<file path="config.mk">
export PLATFORM = sky130hd
export DESIGN_NAME = lec_ctrl
export DESIGN_NICKNAME = d
export VERILOG_FILES = /design/src/inc/lec_pkg.sv /design/src/rtl/lec_ctrl.sv
export SDC_FILE = /design/constraint.sdc
export NUM_CORES = 1
export LEC_CHECK = 0
export ABC_AREA = 1
export BUFFER_PORTS_ARGS = -buffer_cell sky130_fd_sc_hd__buf_2
export CAP_MARGIN = 10
export CORE_ASPECT_RATIO = 1.4
export CORE_UTILIZATION = 40
export DETAILED_ROUTE_END_ITERATION = 16
export GPL_ROUTABILITY_DRIVEN = 0
export PLACE_DENSITY_LB_ADDON = 0.1
export SETUP_SLACK_MARGIN = 0.3
export SLEW_MARGIN = 5
export SYNTH_ARGS = -nofsm -noshare
export SYNTH_HDL_FRONTEND = slang
export SYNTH_SLANG_ARGS = --single-unit
</file>
<file path="constraint.sdc">
create_clock -name clk_i -period 2.3 [get_ports clk_i]
set_input_delay 0 -clock clk_i [delete_from_list [all_inputs] [get_ports clk_i]]
set_output_delay 0 -clock clk_i [all_outputs]
set_load 0.05 [all_outputs]
</file>
<file path="src/inc/lec_pkg.sv">
// Constants, field layouts and carrier structs for the per-channel error count and AIS block.
// Assumes one 125 MHz clock; every line-side event input is a one-cycle pulse on that clock.
// What this block does
// - Transmit signal absent declared after 16, 32 or 64 low pulses per period select.
// - Bit 7 selects excessive-zeros standard: 0 ANSI, 1 FCC.
// - Writing one to bit 6 places one violation on the next transmit mark.
// - The violation inject bit clears itself once the violation was placed.
// - Rising edge of bit 5 flips one bit of the generated test pattern.
// - The pattern flip inject bit clears itself once the flip was made.
// - Bits 4..2 pick counted events: off, line, system or pattern error sources.
// - Bit 1 picks manual latching (0) or automatic latching every second (1).
// - The manual latch bit acts only in manual mode, ignored in automatic mode.
// - In manual mode a rising manual latch bit copies the count to the results.
// - Alarm bit 3 sends all-ones into receive path on system-side absence.
// - Alarm bit 2 sends all-ones into receive path on line-side absence.
// - Alarm bit 1 sends all-ones into transmit path on system-side absence.
// - Alarm bit 0 sends all-ones into transmit path on line-side absence.
// - Transmit signal absent clears as soon as a pulse is above threshold.
package lec_pkg;
   // Register offsets (byte addresses on the plain port)
   localparam logic [7:0] LEC_ADDR_FAULT = 8'h0E; // fault_count_inject_ctrl
   localparam logic [7:0] LEC_ADDR_ALARM = 8'h0F; // alarm_indication_gen_ctrl
   localparam logic [7:0] LEC_ADDR_PERIOD = 8'h10; // tx_absent_period_sel
   localparam logic [7:0] LEC_ADDR_RESH = 8'h11; // count_result_high
   localparam logic [7:0] LEC_ADDR_RESL = 8'h12; // count_result_low
   localparam logic [7:0] LEC_ADDR_STAT = 8'h13; // status, write one to clear
   localparam logic [7:0] LEC_ADDR_MASK = 8'h14; // interrupt mask
   localparam logic [7:0] LEC_ADDR_LIVE = 8'h15; // live condition flags
   // Reset values
   localparam logic [7:0] LEC_RST_FAULT = 8'h00;
   localparam logic [7:0] LEC_RST_ALARM = 8'h00;
   localparam logic [1:0] LEC_RST_PERIOD = 2'h1;
   localparam logic [7:0] LEC_RST_MASK = 8'h00;
   // Field positions of fault_count_inject_ctrl
   localparam int LEC_B_ZSTD = 7;
   localparam int LEC_B_VINJ = 6;
   localparam int LEC_B_FINJ = 5;
   localparam int LEC_B_SRC_HI = 4;
   localparam int LEC_B_SRC_LO = 2;
   localparam int LEC_B_MODE = 1;
   localparam int LEC_B_LATCH = 0;
   // Field positions of alarm_indication_gen_ctrl
   localparam int LEC_B_RX_SYS = 3;
   localparam int LEC_B_RX_LINE = 2;
   localparam int LEC_B_TX_SYS = 1;
   localparam int LEC_B_TX_LINE = 0;
   // Status bit positions
   localparam int LEC_S_TXABS = 0;
   localparam int LEC_S_LATCH = 1;
   localparam int LEC_S_VDONE = 2;
   localparam int LEC_S_FDONE = 3;
   localparam int LEC_S_OVF = 4;
   // Pulse counts for signal absence
   localparam logic [6:0] LEC_ABS_16 = 7'h10;
   localparam logic [6:0] LEC_ABS_32 = 7'h20;
   localparam logic [6:0] LEC_ABS_64 = 7'h40;
   // One second of clock cycles at 125 MHz
   localparam int LEC_CLK_HZ = 125000000;
   localparam int LEC_SECOND_S = 1;
   localparam int LEC_SECOND_CYC = LEC_CLK_HZ * LEC_SECOND_S;
   // Counter source codes
   typedef enum logic [2:0] {
      LEC_SRC_OFF = 3'h0,
      LEC_SRC_LV = 3'h1,
      LEC_SRC_LZ = 3'h2,
      LEC_SRC_LB = 3'h3,
      LEC_SRC_SV = 3'h4,
      LEC_SRC_SZ = 3'h5,
      LEC_SRC_SB = 3'h6,
      LEC_SRC_PAT = 3'h7
   } lec_src_t;
   // Register port request
   typedef struct packed {
      logic [7:0] addr;
      logic [7:0] wdata;
      logic wr;
      logic rd;
   } lec_req_t;
   // Error events, each a one-cycle pulse
   typedef struct packed {
      logic line_side_violation;
      logic line_side_excess_zeros;
      logic system_side_violation;
      logic system_side_excess_zeros;
      logic pattern_error;
   } lec_evt_t;
endpackage

</file>
<file path="src/rtl/lec_ctrl.sv">
// Per-channel error counter, error inject and alarm indication control.
// Assumes all inputs synchronous to clk_i; pulse inputs are one cycle wide.
module lec_ctrl #(
   parameter int SECOND_CYC = lec_pkg::LEC_SECOND_CYC
) (
   input wire logic clk_i,
   input wire logic rst_n_i,
   input wire lec_pkg::lec_req_t req_i,
   output logic [7:0] rdata_o,
   input wire lec_pkg::lec_evt_t evt_i,
   input wire logic tx_pulse_i,
   input wire logic tx_above_thr_i,
   input wire logic tx_mark_i,
   input wire logic pat_bit_i,
   input wire logic pat_valid_i,
   input wire logic system_side_signal_absent_i,
   input wire logic line_side_signal_absent_i,
   input wire logic rx_data_i,
   input wire logic tx_data_i,
   output logic transmit_signal_absent_o,
   output logic zeros_standard_sel_o,
   output logic violation_place_o,
   output logic pat_bit_o,
   output logic rx_data_o,
   output logic tx_data_o,
   output logic rx_alarm_o,
   output logic tx_alarm_o,
   output logic irq_o
);
   logic [7:0] fault_q;
   logic [7:0] alarm_q;
   logic [1:0] period_q;
   logic [15:0] count_q;
   logic [15:0] result_q;
   logic [7:0] stat_q;
   logic [7:0] stat_set;
   logic [7:0] mask_q;
   logic [6:0] low_cnt_q;
   logic [6:0] abs_limit;
   logic abs_q;
   logic latch_prev_q;
   logic finj_prev_q;
   logic finj_arm_q;
   logic [26:0] sec_q;
   logic sec_tick;
   logic latch_now;
   logic count_evt;
   logic wr_fault;
   logic wr_alarm;
   logic vplace;
   logic fdone;
   logic rx_alarm;
   logic tx_alarm;
   lec_pkg::lec_src_t src;

   assign wr_fault = req_i.wr && (req_i.addr == lec_pkg::LEC_ADDR_FAULT);
   assign wr_alarm = req_i.wr && (req_i.addr == lec_pkg::LEC_ADDR_ALARM);
   assign src = lec_pkg::lec_src_t'(fault_q[lec_pkg::LEC_B_SRC_HI:lec_pkg::LEC_B_SRC_LO]);
   assign zeros_standard_sel_o = fault_q[lec_pkg::LEC_B_ZSTD];

   // Violation is placed on the first mark while the inject bit is set
   assign vplace = fault_q[lec_pkg::LEC_B_VINJ] && tx_mark_i;
   assign violation_place_o = vplace;
   // Pattern flip lands on the next valid pattern bit after a rising edge
   assign fdone = finj_arm_q && pat_valid_i;

   // Control register; self-clearing inject bits, hardware clear wins only
   // when no fresh write of one arrives in the same cycle
   always_ff @(posedge clk_i or negedge rst_n_i) begin
      if (!rst_n_i) begin
         fault_q <= lec_pkg::LEC_RST_FAULT;
      end else if (wr_fault) begin
         fault_q <= req_i.wdata;
      end else begin
         if (vplace) begin
            fault_q[lec_pkg::LEC_B_VINJ] <= 1'b0;
         end
         if (fdone) begin
            fault_q[lec_pkg::LEC_B_FINJ] <= 1'b0;
         end
      end
   end

   // Alarm generation, period select and mask registers
   always_ff @(posedge clk_i or negedge rst_n_i) begin
      if (!rst_n_i) begin
         alarm_q <= lec_pkg::LEC_RST_ALARM;
         period_q <= lec_pkg::LEC_RST_PERIOD;
         mask_q <= lec_pkg::LEC_RST_MASK;
      end else if (req_i.wr) begin
         if (wr_alarm) begin
            alarm_q <= {4'h0, req_i.wdata[3:0]};
         end
         if (req_i.addr == lec_pkg::LEC_ADDR_PERIOD) begin
            period_q <= req_i.wdata[1:0];
         end
         if (req_i.addr == lec_pkg::LEC_ADDR_MASK) begin
            mask_q <= req_i.wdata;
         end
      end
   end

   // Edge trackers for the pattern flip request
   always_ff @(posedge clk_i or negedge rst_n_i) begin
      if (!rst_n_i) begin
         finj_prev_q <= 1'b0;
         finj_arm_q <= 1'b0;
      end else begin
         finj_prev_q <= fault_q[lec_pkg::LEC_B_FINJ];
         if (fault_q[lec_pkg::LEC_B_FINJ] && !finj_prev_q) begin
            finj_arm_q <= 1'b1;
         end else if (fdone) begin
            finj_arm_q <= 1'b0;
         end
      end
   end

   // Pattern output with the single flipped bit
   always_ff @(posedge clk_i or negedge rst_n_i) begin
      if (!rst_n_i) begin
         pat_bit_o <= 1'b0;
      end else begin
         pat_bit_o <= pat_bit_i ^ fdone;
      end
   end

   // Absence limit from the period select; code 1X means 64
   always_comb begin
      unique case (period_q)
         2'h0: abs_limit = lec_pkg::LEC_ABS_16;
         2'h1: abs_limit = lec_pkg::LEC_ABS_32;
         default: abs_limit = lec_pkg::LEC_ABS_64;
      endcase
   end

   // Count low pulses; any pulse above threshold clears at once
   always_ff @(posedge clk_i or negedge rst_n_i) begin
      if (!rst_n_i) begin
         low_cnt_q <= 7'h00;
         abs_q <= 1'b0;
      end else if (tx_pulse_i && tx_above_thr_i) begin
         low_cnt_q <= 7'h00;
         abs_q <= 1'b0;
      end else if (tx_pulse_i) begin
         if (low_cnt_q + 7'h01 >= abs_limit) begin
            abs_q <= 1'b1;
         end
         if (low_cnt_q < lec_pkg::LEC_ABS_64) begin
            low_cnt_q <= low_cnt_q + 7'h01;
         end
      end
   end
   assign transmit_signal_absent_o = abs_q;

   // Event selection for the error counter
   always_comb begin
      unique case (src)
         lec_pkg::LEC_SRC_OFF: count_evt = 1'b0;
         lec_pkg::LEC_SRC_LV: count_evt = evt_i.line_side_violation;
         lec_pkg::LEC_SRC_LZ: count_evt = evt_i.line_side_excess_zeros;
         lec_pkg::LEC_SRC_LB: count_evt = evt_i.line_side_violation
                                      | evt_i.line_side_excess_zeros;
         lec_pkg::LEC_SRC_SV: count_evt = evt_i.system_side_violation;
         lec_pkg::LEC_SRC_SZ: count_evt = evt_i.system_side_excess_zeros;
         lec_pkg::LEC_SRC_SB: count_evt = evt_i.system_side_violation
                                      | evt_i.system_side_excess_zeros;
         lec_pkg::LEC_SRC_PAT: count_evt = evt_i.pattern_error;
      endcase
   end

   // One-second timer, only running in automatic mode
   always_ff @(posedge clk_i or negedge rst_n_i) begin
      if (!rst_n_i) begin
         sec_q <= 27'h0000000;
      end else if (!fault_q[lec_pkg::LEC_B_MODE] || sec_tick) begin
         sec_q <= 27'h0000000;
      end else begin
         sec_q <= sec_q + 27'h0000001;
      end
   end
   assign sec_tick = fault_q[lec_pkg::LEC_B_MODE]
                     && (sec_q == 27'(SECOND_CYC - 1));

   // Manual latch edge, ignored in automatic mode; software must clear
   // the bit before another edge can be seen
   always_ff @(posedge clk_i or negedge rst_n_i) begin
      if (!rst_n_i) begin
         latch_prev_q <= 1'b0;
      end else begin
         latch_prev_q <= fault_q[lec_pkg::LEC_B_LATCH];
      end
   end
   assign latch_now = fault_q[lec_pkg::LEC_B_MODE] ? sec_tick
                    : (fault_q[lec_pkg::LEC_B_LATCH] && !latch_prev_q);

   // Error counter saturates so a long interval never wraps to a small value
   always_ff @(posedge clk_i or negedge rst_n_i) begin
      if (!rst_n_i) begin
         count_q <= 16'h0000;
         result_q <= 16'h0000;
      end else if (latch_now) begin
         result_q <= count_q;
         count_q <= {15'h0000, count_evt};
      end else if (count_evt && count_q != 16'hFFFF) begin
         count_q <= count_q + 16'h0001;
      end
   end

   // Alarm substitution with all ones while the enabled absence lasts
   assign rx_alarm = (alarm_q[lec_pkg::LEC_B_RX_SYS] && system_side_signal_absent_i)
                   || (alarm_q[lec_pkg::LEC_B_RX_LINE] && line_side_signal_absent_i);
   assign tx_alarm = (alarm_q[lec_pkg::LEC_B_TX_SYS] && system_side_signal_absent_i)
                   || (alarm_q[lec_pkg::LEC_B_TX_LINE] && line_side_signal_absent_i);
   always_ff @(posedge clk_i or negedge rst_n_i) begin
      if (!rst_n_i) begin
         rx_data_o <= 1'b0;
         tx_data_o <= 1'b0;
         rx_alarm_o <= 1'b0;
         tx_alarm_o <= 1'b0;
      end else begin
         rx_data_o <= rx_alarm | rx_data_i;
         tx_data_o <= tx_alarm | tx_data_i;
         rx_alarm_o <= rx_alarm;
         tx_alarm_o <= tx_alarm;
      end
   end

   // Sticky status; a new event wins over a write-one clear
   always_comb begin
      stat_set = 8'h00;
      stat_set[lec_pkg::LEC_S_TXABS] = abs_q;
      stat_set[lec_pkg::LEC_S_LATCH] = latch_now;
      stat_set[lec_pkg::LEC_S_VDONE] = vplace;
      stat_set[lec_pkg::LEC_S_FDONE] = fdone;
      stat_set[lec_pkg::LEC_S_OVF] = count_evt && (count_q == 16'hFFFF) && !latch_now;
   end
   always_ff @(posedge clk_i or negedge rst_n_i) begin
      if (!rst_n_i) begin
         stat_q <= 8'h00;
      end else if (req_i.wr && req_i.addr == lec_pkg::LEC_ADDR_STAT) begin
         stat_q <= (stat_q & ~req_i.wdata) | stat_set;
      end else begin
         stat_q <= stat_q | stat_set;
      end
   end
   assign irq_o = |(stat_q & mask_q);

   // Read data one cycle after the strobe, zero otherwise and when unmapped
   always_ff @(posedge clk_i or negedge rst_n_i) begin
      if (!rst_n_i) begin
         rdata_o <= 8'h00;
      end else if (req_i.rd) begin
         unique case (req_i.addr)
            lec_pkg::LEC_ADDR_FAULT: rdata_o <= fault_q;
            lec_pkg::LEC_ADDR_ALARM: rdata_o <= alarm_q;
            lec_pkg::LEC_ADDR_PERIOD: rdata_o <= {6'h00, period_q};
            lec_pkg::LEC_ADDR_RESH: rdata_o <= result_q[15:8];
            lec_pkg::LEC_ADDR_RESL: rdata_o <= result_q[7:0];
            lec_pkg::LEC_ADDR_STAT: rdata_o <= stat_q;
            lec_pkg::LEC_ADDR_MASK: rdata_o <= mask_q;
            lec_pkg::LEC_ADDR_LIVE: rdata_o <= {5'h00, tx_alarm, rx_alarm, abs_q};
            default: rdata_o <= 8'h00;
         endcase
      end else begin
         rdata_o <= 8'h00;
      end
   end
endmodule

</file>
==> run summary, run 1 <==
WHS Path Cells: 4
Post-synth EDFFs: 0
sequential fraction of the synthesis area: 46.56%
leading post-synthesis cells by cell area: dfrtp_1 (46%), nand2_1 (14%), nand3_1 (5.8%)
unrepaired setup endpoints after global routing: no
cell occurring most often along the worst timing path: nand2_1
buffer type at the clock tree root: clkbuf_16
detailed-routing iteration count for the pre-antenna-repair pass: 5
Cell Chain, Critical Path: ha_4, nand4_1, xor2_1, inv_1, ha_4, nand2_1, nor2_1, a211oi_2, nand2_1, nand2_1, a21oi_2
CTS Buffer Depth: 2
outcome: completed
required time worst endpoint: 2.61 ns
Synth Cell Area: 6076 um^2
area growth from synthesis to layout: 23.74%
final period demand of the worst path: 1.887 ns
leakage power total: 0.003581 uW
post-CTS clock slew at the launch and capture registers of the worst setup and hold paths: 0.05 ns
depth of the worst register-to-register path: 11
category of the worst setup path launch point: flip-flop
cell family contributing the most delay on the critical path: flip-flops
Die H: 147.8 um
Async SR Flop Fraction: 100.0%
worst relative slew slack: 56.24%
Routed WL per cell: 15.08 um
Critical-path top delay cell: dfrtp_2
worst setup path category: reg2reg
antenna diode instance count: 0
footprint of the flip-flops and latches: 2833 um^2
post-synthesis average cell area: 7.880 um^2
largest area contributor in the netlist: dfrtp_1
number of antenna violations at the first check in global routing: 0
Distinct cells, synth: 41
area of the placeable core: 14,640 um^2
vias per cell: 5.045
post-route DRC violation count: 0
Util after Layout: 51.36%
Ports: 51
global-route usage over all layers: 21.90%
final sum of negative setup slack: 0 ns
highest cell delay on the worst timing path: 0.45 ns
number of vias in the routed layout: 5,353
final setup violation count: 0
post-synth net total: 811
top_reg_cell synth: dfrtp_1
maximum fanout along the worst path: 5
Num CTS Buffers: 17
global-route wire length before repair: 26.42 mm
count of standard-cell rows: 52
antenna-violating nets left: 0
worst path bufs/invs: 1
count of maximum capacitance violations: 0
TritonCTS clock tree: yes
violation count after the first detailed-routing iteration: 263
arrival time of data at the critical path endpoint: 2.19 ns
Multi-input gate area: 2859 um^2
Hold Crit Start: req_i[10]
area share of the leading cell type in the synthesized netlist: 46.13%
clock insertion delay at the later pin of the skew report: 0.42 ns
max-slew violation count: 0
# H-tree levels: 4
total wire length: 16.00 mm
count of clock tree sinks: 113
peak clock frequency supported by timing: 529.9 MHz
Hold Vio Cnt, Final: 0
Post-DP HPWL: 11.47 mm
Min-Delay Path Class: in2reg
measured slew at the worst slew-check pin: 0.6564 ns
crit end category: flip-flop
number of register bits inferred by synthesis: 113
hold_ws: 0.02994 ns
number of cells on the critical path: 11
startpoint of the worst-slack reg-to-reg timing path: low_cnt_q[1]
maximum number of pins on one net before global-route repair: 49
post-synthesis cell count: 771
skew final: 0.006792 ns
FF-to-FF setup slack: 0.41 ns
share of final-layout standard cells stronger than drive strength 1: 16.86%
Final Net Count: 899
final worst-path cycle share: 82.06%
total power density per cell area: 775.4 nW/um^2
Die Area: 15,690 um^2
endpoint with the worst hold slack: period_q[0]
total overflow reported by the global router: 0
VDD IR max: 0.0003945 V
filler instances: 1,409
starting density of the core: 41.50%
Chip Width: 106.2 um
synth warn: 0
endpoint of the most critical register-to-register path: transmit_signal_absent_o
vias in the first global route: 5,406
count of buffers from port buffering: 50
[worst max-delay path by stage]
stage | slack, ns | start | end
6_report | 0.41 | low_cnt_q[1] | transmit_signal_absent_o
5_1_grt | 0.31 | low_cnt_q[1] | transmit_signal_absent_o
2_1_floorplan | 0.47 | low_cnt_q[0] | transmit_signal_absent_o
3_3_place_gp | 0.36 | low_cnt_q[0] | transmit_signal_absent_o
4_1_cts | 0.33 | low_cnt_q[0] | transmit_signal_absent_o
3_5_place_dp | 0.30 | low_cnt_q[0] | transmit_signal_absent_o
[per-stage QoR]
step | power (uW) | setup WS (ns) | std cells | cell area, um^2
floorplan | 2533 | 0.4662 | 771 | 6076
global placement | 2714 | 0.3552 | 1003 | 6529
detailed placement | 2728 | 0.2993 | 1003 | 6529
CTS | 5843 | 0.3333 | 1059 | 7458
global route | 6047 | 0.3088 | 1061 | 7518
finish | 5830 | 0.4127 | 1061 | 7518
[kinds of logic (layout without fill, tap and decap cells)]
kind of cell | after synthesis | after routing | synth area share (%)
buffers and inverters | 101 | 201 | 7.125
AO/OA/AOI/OAI | 72 | 72 | 7.661
flip-flops | 113 | 113 | 46.56
XOR/XNOR | 29 | 29 | 4.180
AND/OR/NAND/NOR | 450 | 451 | 33.24
adder cells (fa/ha/maj) | 6 | 6 | 1.236
[layout make-up]
| cell class | count | area share, % |
|---|---|---|
| clock buffer | 22 | 6.440 |
| clock inverter | 10 | 2.696 |
| inverter | 89 | 4.477 |
| multi-input combinational | 558 | 38.03 |
| sequential | 113 | 37.68 |
| tap | 189 | 3.145 |
| timing repair buffer | 80 | 7.539 |
[registers in the layout, summed over array words and instances (netlist names), 2 cells and up]
register,flops
period_q,2
mask_q,8
result_q,16
stat_q,8
rdata_o,8
sec_q,27
alarm_q,4
low_cnt_q,7
count_q,16
fault_q,8
[per-layer routing]
layer	part of all wire [%]	track usage, %	vias to the layer above
met3	3.4	5.247	34
met5	0	0	-
li1	-	-	2651
met2	53	38.31	117
met1	41	25.28	2551
met4	3.1	9.444	0
[power by group]
part,internal [uW],total [uW],switching [uW]
clock,2140,3060,919
combinational,210,563,352
sequential,2100,2210,108
[worst register-to-register path: stages (launching register included)]
cell      delay [ns]
dfrtp_2         0.45
ha_4            0.19
nand4_1         0.10
xor2_1          0.19
inv_1           0.10
ha_4            0.25
nand2_1         0.07
nor2_1          0.05
a211oi_2        0.19
nand2_1         0.07
nand2_1         0.07
a21oi_2         0.05
[placed cells by master, fill, tap and decap left out, types with 15 or more instances in the layout]
| cell | Yosys | layout |
|---|---|---|
| o21ai_1 | 15 | 15 |
| inv_1 | 76 | 76 |
| o21ai_0 | 17 | 17 |
| nand2_1 | 225 | 225 |
| dlygate4sd3_1 | 0 | 24 |
| nand3_1 | 71 | 71 |
| nor3_1 | 16 | 16 |
| xor2_1 | 24 | 24 |
| nor2_1 | 90 | 90 |
| clkbuf_16 | 0 | 17 |
| buf_2 | 4 | 49 |
| dfrtp_1 | 112 | 109 |
| o21ai_2 | 16 | 16 |
[synth_stat cells, types with 2 or more instances]
library cell	instances
a21oi_1	9
a221oi_1	2
a22o_1	2
buf_2	4
buf_4	3
buf_6	5
dfrtp_1	112
ha_1	6
inv_1	76
inv_2	12
nand2_1	225
nand2_2	3
nand2_4	2
nand3_1	71
nand3_4	3
nand3b_1	8
nand4_1	13
nor2_1	90
nor2_2	5
nor2_4	4
nor3_1	16
nor3b_1	3
o211ai_1	2
o21a_1	4
o21ai_0	17
o21ai_1	15
o21ai_2	16
or2_2	3
xnor2_1	5
xor2_1	24
[repair_timing]
action / 4_1_cts / 5_1_grt
cloned: 0 / 1
setup endpoints to repair: 1 / 19
hold buffers: 24 / 0
endpoints found under the hold margin: 87 / 0
gates resized for setup: 1 / 10
buffers inserted: 0 / 1
pin swaps: 0 / 2
Note: power is estimated with default switching activity, not from simulation.
==> inputs of run 2 (changes only) <==
==> constraint.sdc (replaced) <==
create_clock -name clk_i -period 1.6 [get_ports clk_i]
set_input_delay 0 -clock clk_i [delete_from_list [all_inputs] [get_ports clk_i]]
set_output_delay 0 -clock clk_i [all_outputs]
set_load 0.05 [all_outputs]
==> run 2 against run 1 <==
Effect of this change:
- the run now ends with setup timing left
- critical path type unchanged
- largest cell class unchanged
- power increased by 37%
- die area unchanged
- count of clock-buffer cells in the layout decreased by 2
==> run summary, run 2 (synthesized netlist as in run 1, its figures left out) <==
Final Net Count: 1,002 (+11%)
count of buffers from port buffering: 50 (unchanged)
Chip Width: 106.2 um (unchanged)
cell count after placement: 1,041 (+3.8%)
Ports: 51 (unchanged)
outcome: complete, but fails checks
worst setup path category: reg2reg
post-CTS clock slew at the launch and capture registers of the worst setup and hold paths: 0.06 ns (about the same)
VDD IR max: 0.0007810 V (+98%)
commonest cells after routing, fill and taps aside: nand2_1 (185), dfrtp_1 (108), buf_4 (74), inv_1 (73), nor2_1 (58)
max-slew violation count: 0 (unchanged)
Cell Chain, Critical Path: buf_4, nand4_1, xor2_1, inv_1, ha_1, nand2_1, nor2_1, a211oi_1, nand2_1, nand2_1, a21oi_2
Setup Slack @ Placement: -0.2366 ns (-0.5358 ns)
count of standard-cell rows: 52 (unchanged)
antenna-violating nets left: 0 (unchanged)
final setup violation count: 8 (+8)
global-route wire length before repair: 30.32 mm (+15%)
Top reg by flops: sec_q
count of maximum capacitance violations: 0 (unchanged)
category of the worst setup path launch point: flip-flop
vias per cell: 5.085 (+0.79%)
required time worst endpoint: 1.92 ns (-0.69 ns)
count of clock tree sinks: 113 (unchanged)
crit path setup slack, layout: -0.2402 ns (-0.6529 ns)
Routed WL per cell: 15.86 um (+5.2%)
starting density of the core: 41.50% (unchanged)
vias in the first global route: 6,214 (+15%)
violation count after the first detailed-routing iteration: 339 (+29%)
CTS Buffer Depth: 2 (unchanged)
leakage power total: 0.004326 uW (+21%)
cell family contributing the most delay on the critical path: flip-flops
maximum fanout along the worst path: 3 (-2)
Die H: 147.8 um (unchanged)
number of antenna violations at the first check in global routing: 0 (unchanged)
Num CTS Buffers: 17 (unchanged)
unrepaired setup endpoints after global routing: yes
area of the placeable core: 14,640 um^2 (unchanged)
antenna diode instance count: 0 (unchanged)
non-filler instance count after layout: 1,164 (+9.7%)
skew final: 0.007373 ns (+0.0005805 ns)
total power density per cell area: 868.1 nW/um^2 (+12%)
share of final-layout standard cells stronger than drive strength 1: 39.28% (+22 points)
crit end category: flip-flop
Critical-path top delay cell: dfrtp_1
total wire length: 18.46 mm (+15%)
Hold Vio Cnt, Final: 0 (unchanged)
depth of the worst register-to-register path: 11 (unchanged)
maximum number of pins on one net before global-route repair: 49 (unchanged)
worst relative slew slack: 71.09% (+15 points)
number of vias in the routed layout: 5,919 (+11%)
# H-tree levels: 4 (unchanged)
most common library cell in the layout ignoring fill and taps: nand2_1
post-route DRC violation count: 0 (unchanged)
WHS Path Cells: 6 (+2)
Post-DP HPWL: 11.53 mm (+0.52%)
endpoint with the worst hold slack: rdata_o[6]
peak clock frequency supported by timing: 543.4 MHz (+2.6%)
detailed-routing iteration count for the pre-antenna-repair pass: 4 (-1)
TritonCTS clock tree: yes
total overflow reported by the global router: 0 (unchanged)
arrival time of data at the critical path endpoint: 2.16 ns (-0.03 ns)
Die Area: 15,690 um^2 (unchanged)
global-route usage over all layers: 24.98% (+3.1 points)
final period demand of the worst path: 1.840 ns (-0.04710 ns)
startpoint of the worst-slack reg-to-reg timing path: low_cnt_q[0]
Regs by FF count: sec_q: 27 flops, count_q: 16 flops, result_q: 16 flops
final worst-path cycle share: 115.0% (+33 points)
clock insertion delay at the later pin of the skew report: 0.42 ns (about the same)
highest cell delay on the worst timing path: 0.39 ns (-0.06 ns)
FF-to-FF setup slack: -0.24 ns (-0.65 ns)
endpoint of the most critical register-to-register path: transmit_signal_absent_o
cell occurring most often along the worst timing path: nand2_1
Hold Crit Start: req_i[15]
max reg flops: 27 (unchanged)
worst path bufs/invs: 2 (+1)
area growth from synthesis to layout: 51.52%
measured slew at the worst slew-check pin: 0.4336 ns (-0.2228 ns)
Min-Delay Path Class: in2reg
buffer type at the clock tree root: clkbuf_16
violated checks: setup timing
==> run 2: cell types whose count changed in the layout (fill, tap and decap cells not counted), moves of 22 or more <==
cell     change
buf_4       +70
nand2_1     -40
nand2_2     +28
nand3_1     -23
nand3_2     +22
nor2_1      -32
nor2_4      +23
==> run 2: cell type report <==
class                           count  area, um^2
Tap cell                          189       236.5
Sequential cell                   113        2834
Fill cell                        1222        5433
Multi-Input combinational cell    566        3736
Clock inverter                     12       111.4
Inverter                           89       341.6
Clock buffer                       20       446.7
Timing Repair Buffer              175        1500
==> run 2: worst max-delay path by stage <==
stage | from | endpoint | slack [ns] | cells past startpoint
floorplan | low_cnt_q[0] | transmit_signal_absent_o | -0.13 | 10
global placement | low_cnt_q[0] | transmit_signal_absent_o | -0.19 | 10
detailed placement | low_cnt_q[0] | transmit_signal_absent_o | -0.24 | 10
CTS | low_cnt_q[1] | transmit_signal_absent_o | -0.19 | 10
global route | low_cnt_q[1] | transmit_signal_absent_o | -0.39 | 10
finish | low_cnt_q[0] | transmit_signal_absent_o | -0.24 | 11
==> run 2: what timing repair did <==
| item | in CTS | in global routing |
|---|---|---|
| buffers inserted | 44 | 12 |
| endpoints found under the setup margin | 64 | 67 |
| pin swaps | 61 | 35 |
| resized for setup | 148 | 50 |
| hold buffers | 21 | 1 |
| hold endpoints to repair | 155 | 1 |
| gates cloned | 13 | 0 |
==> run 2: power breakdown <==
| group | switching, uW | internal, uW | leakage (uW) |
|---|---|---|---|
| sequential | 123 | 3010 | 0.00153 |
| clock | 1420 | 2170 | 0.000266 |
| combinational | 723 | 543 | 0.00253 |
==> run 2: per-stage QoR <==
step | cell area [um^2] | setup TNS, ns | hold WS [ns] | total power, uW | utilization (%)
after floorplan | 6238 | -0.1350 | -0.2956 | 3699 | -
after global placement | 6950 | -0.7158 | -0.1704 | 4016 | 47.48
after detailed placement | 6950 | -1.523 | -0.1688 | 4039 | 47.48
after CTS | 8912 | -0.1917 | -0.1527 | 7966 | 60.88
after global routing | 9206 | -3.064 | 0.06813 | 8277 | 62.89
final | 9206 | -0.3138 | 0.02103 | 7992 | 62.89
==> run 2: per-layer routing <==
metal	track usage [%]	vias up	wire length [um]	share of wire [%]
li1	-	2865	-	-
met1	29.32	2891	7631	41
met2	44.68	130	9841	53
met3	4.806	33	648	3.5
met4	9.375	0	337	1.8
met5	0	-	0	0
==> run 2: tightest hold or removal path: cells and delay by family <==
kind | cells | cell delay [ns]
AND/OR/NAND/NOR | 5 | 0.31
buffers and inverters | 1 | 0.09
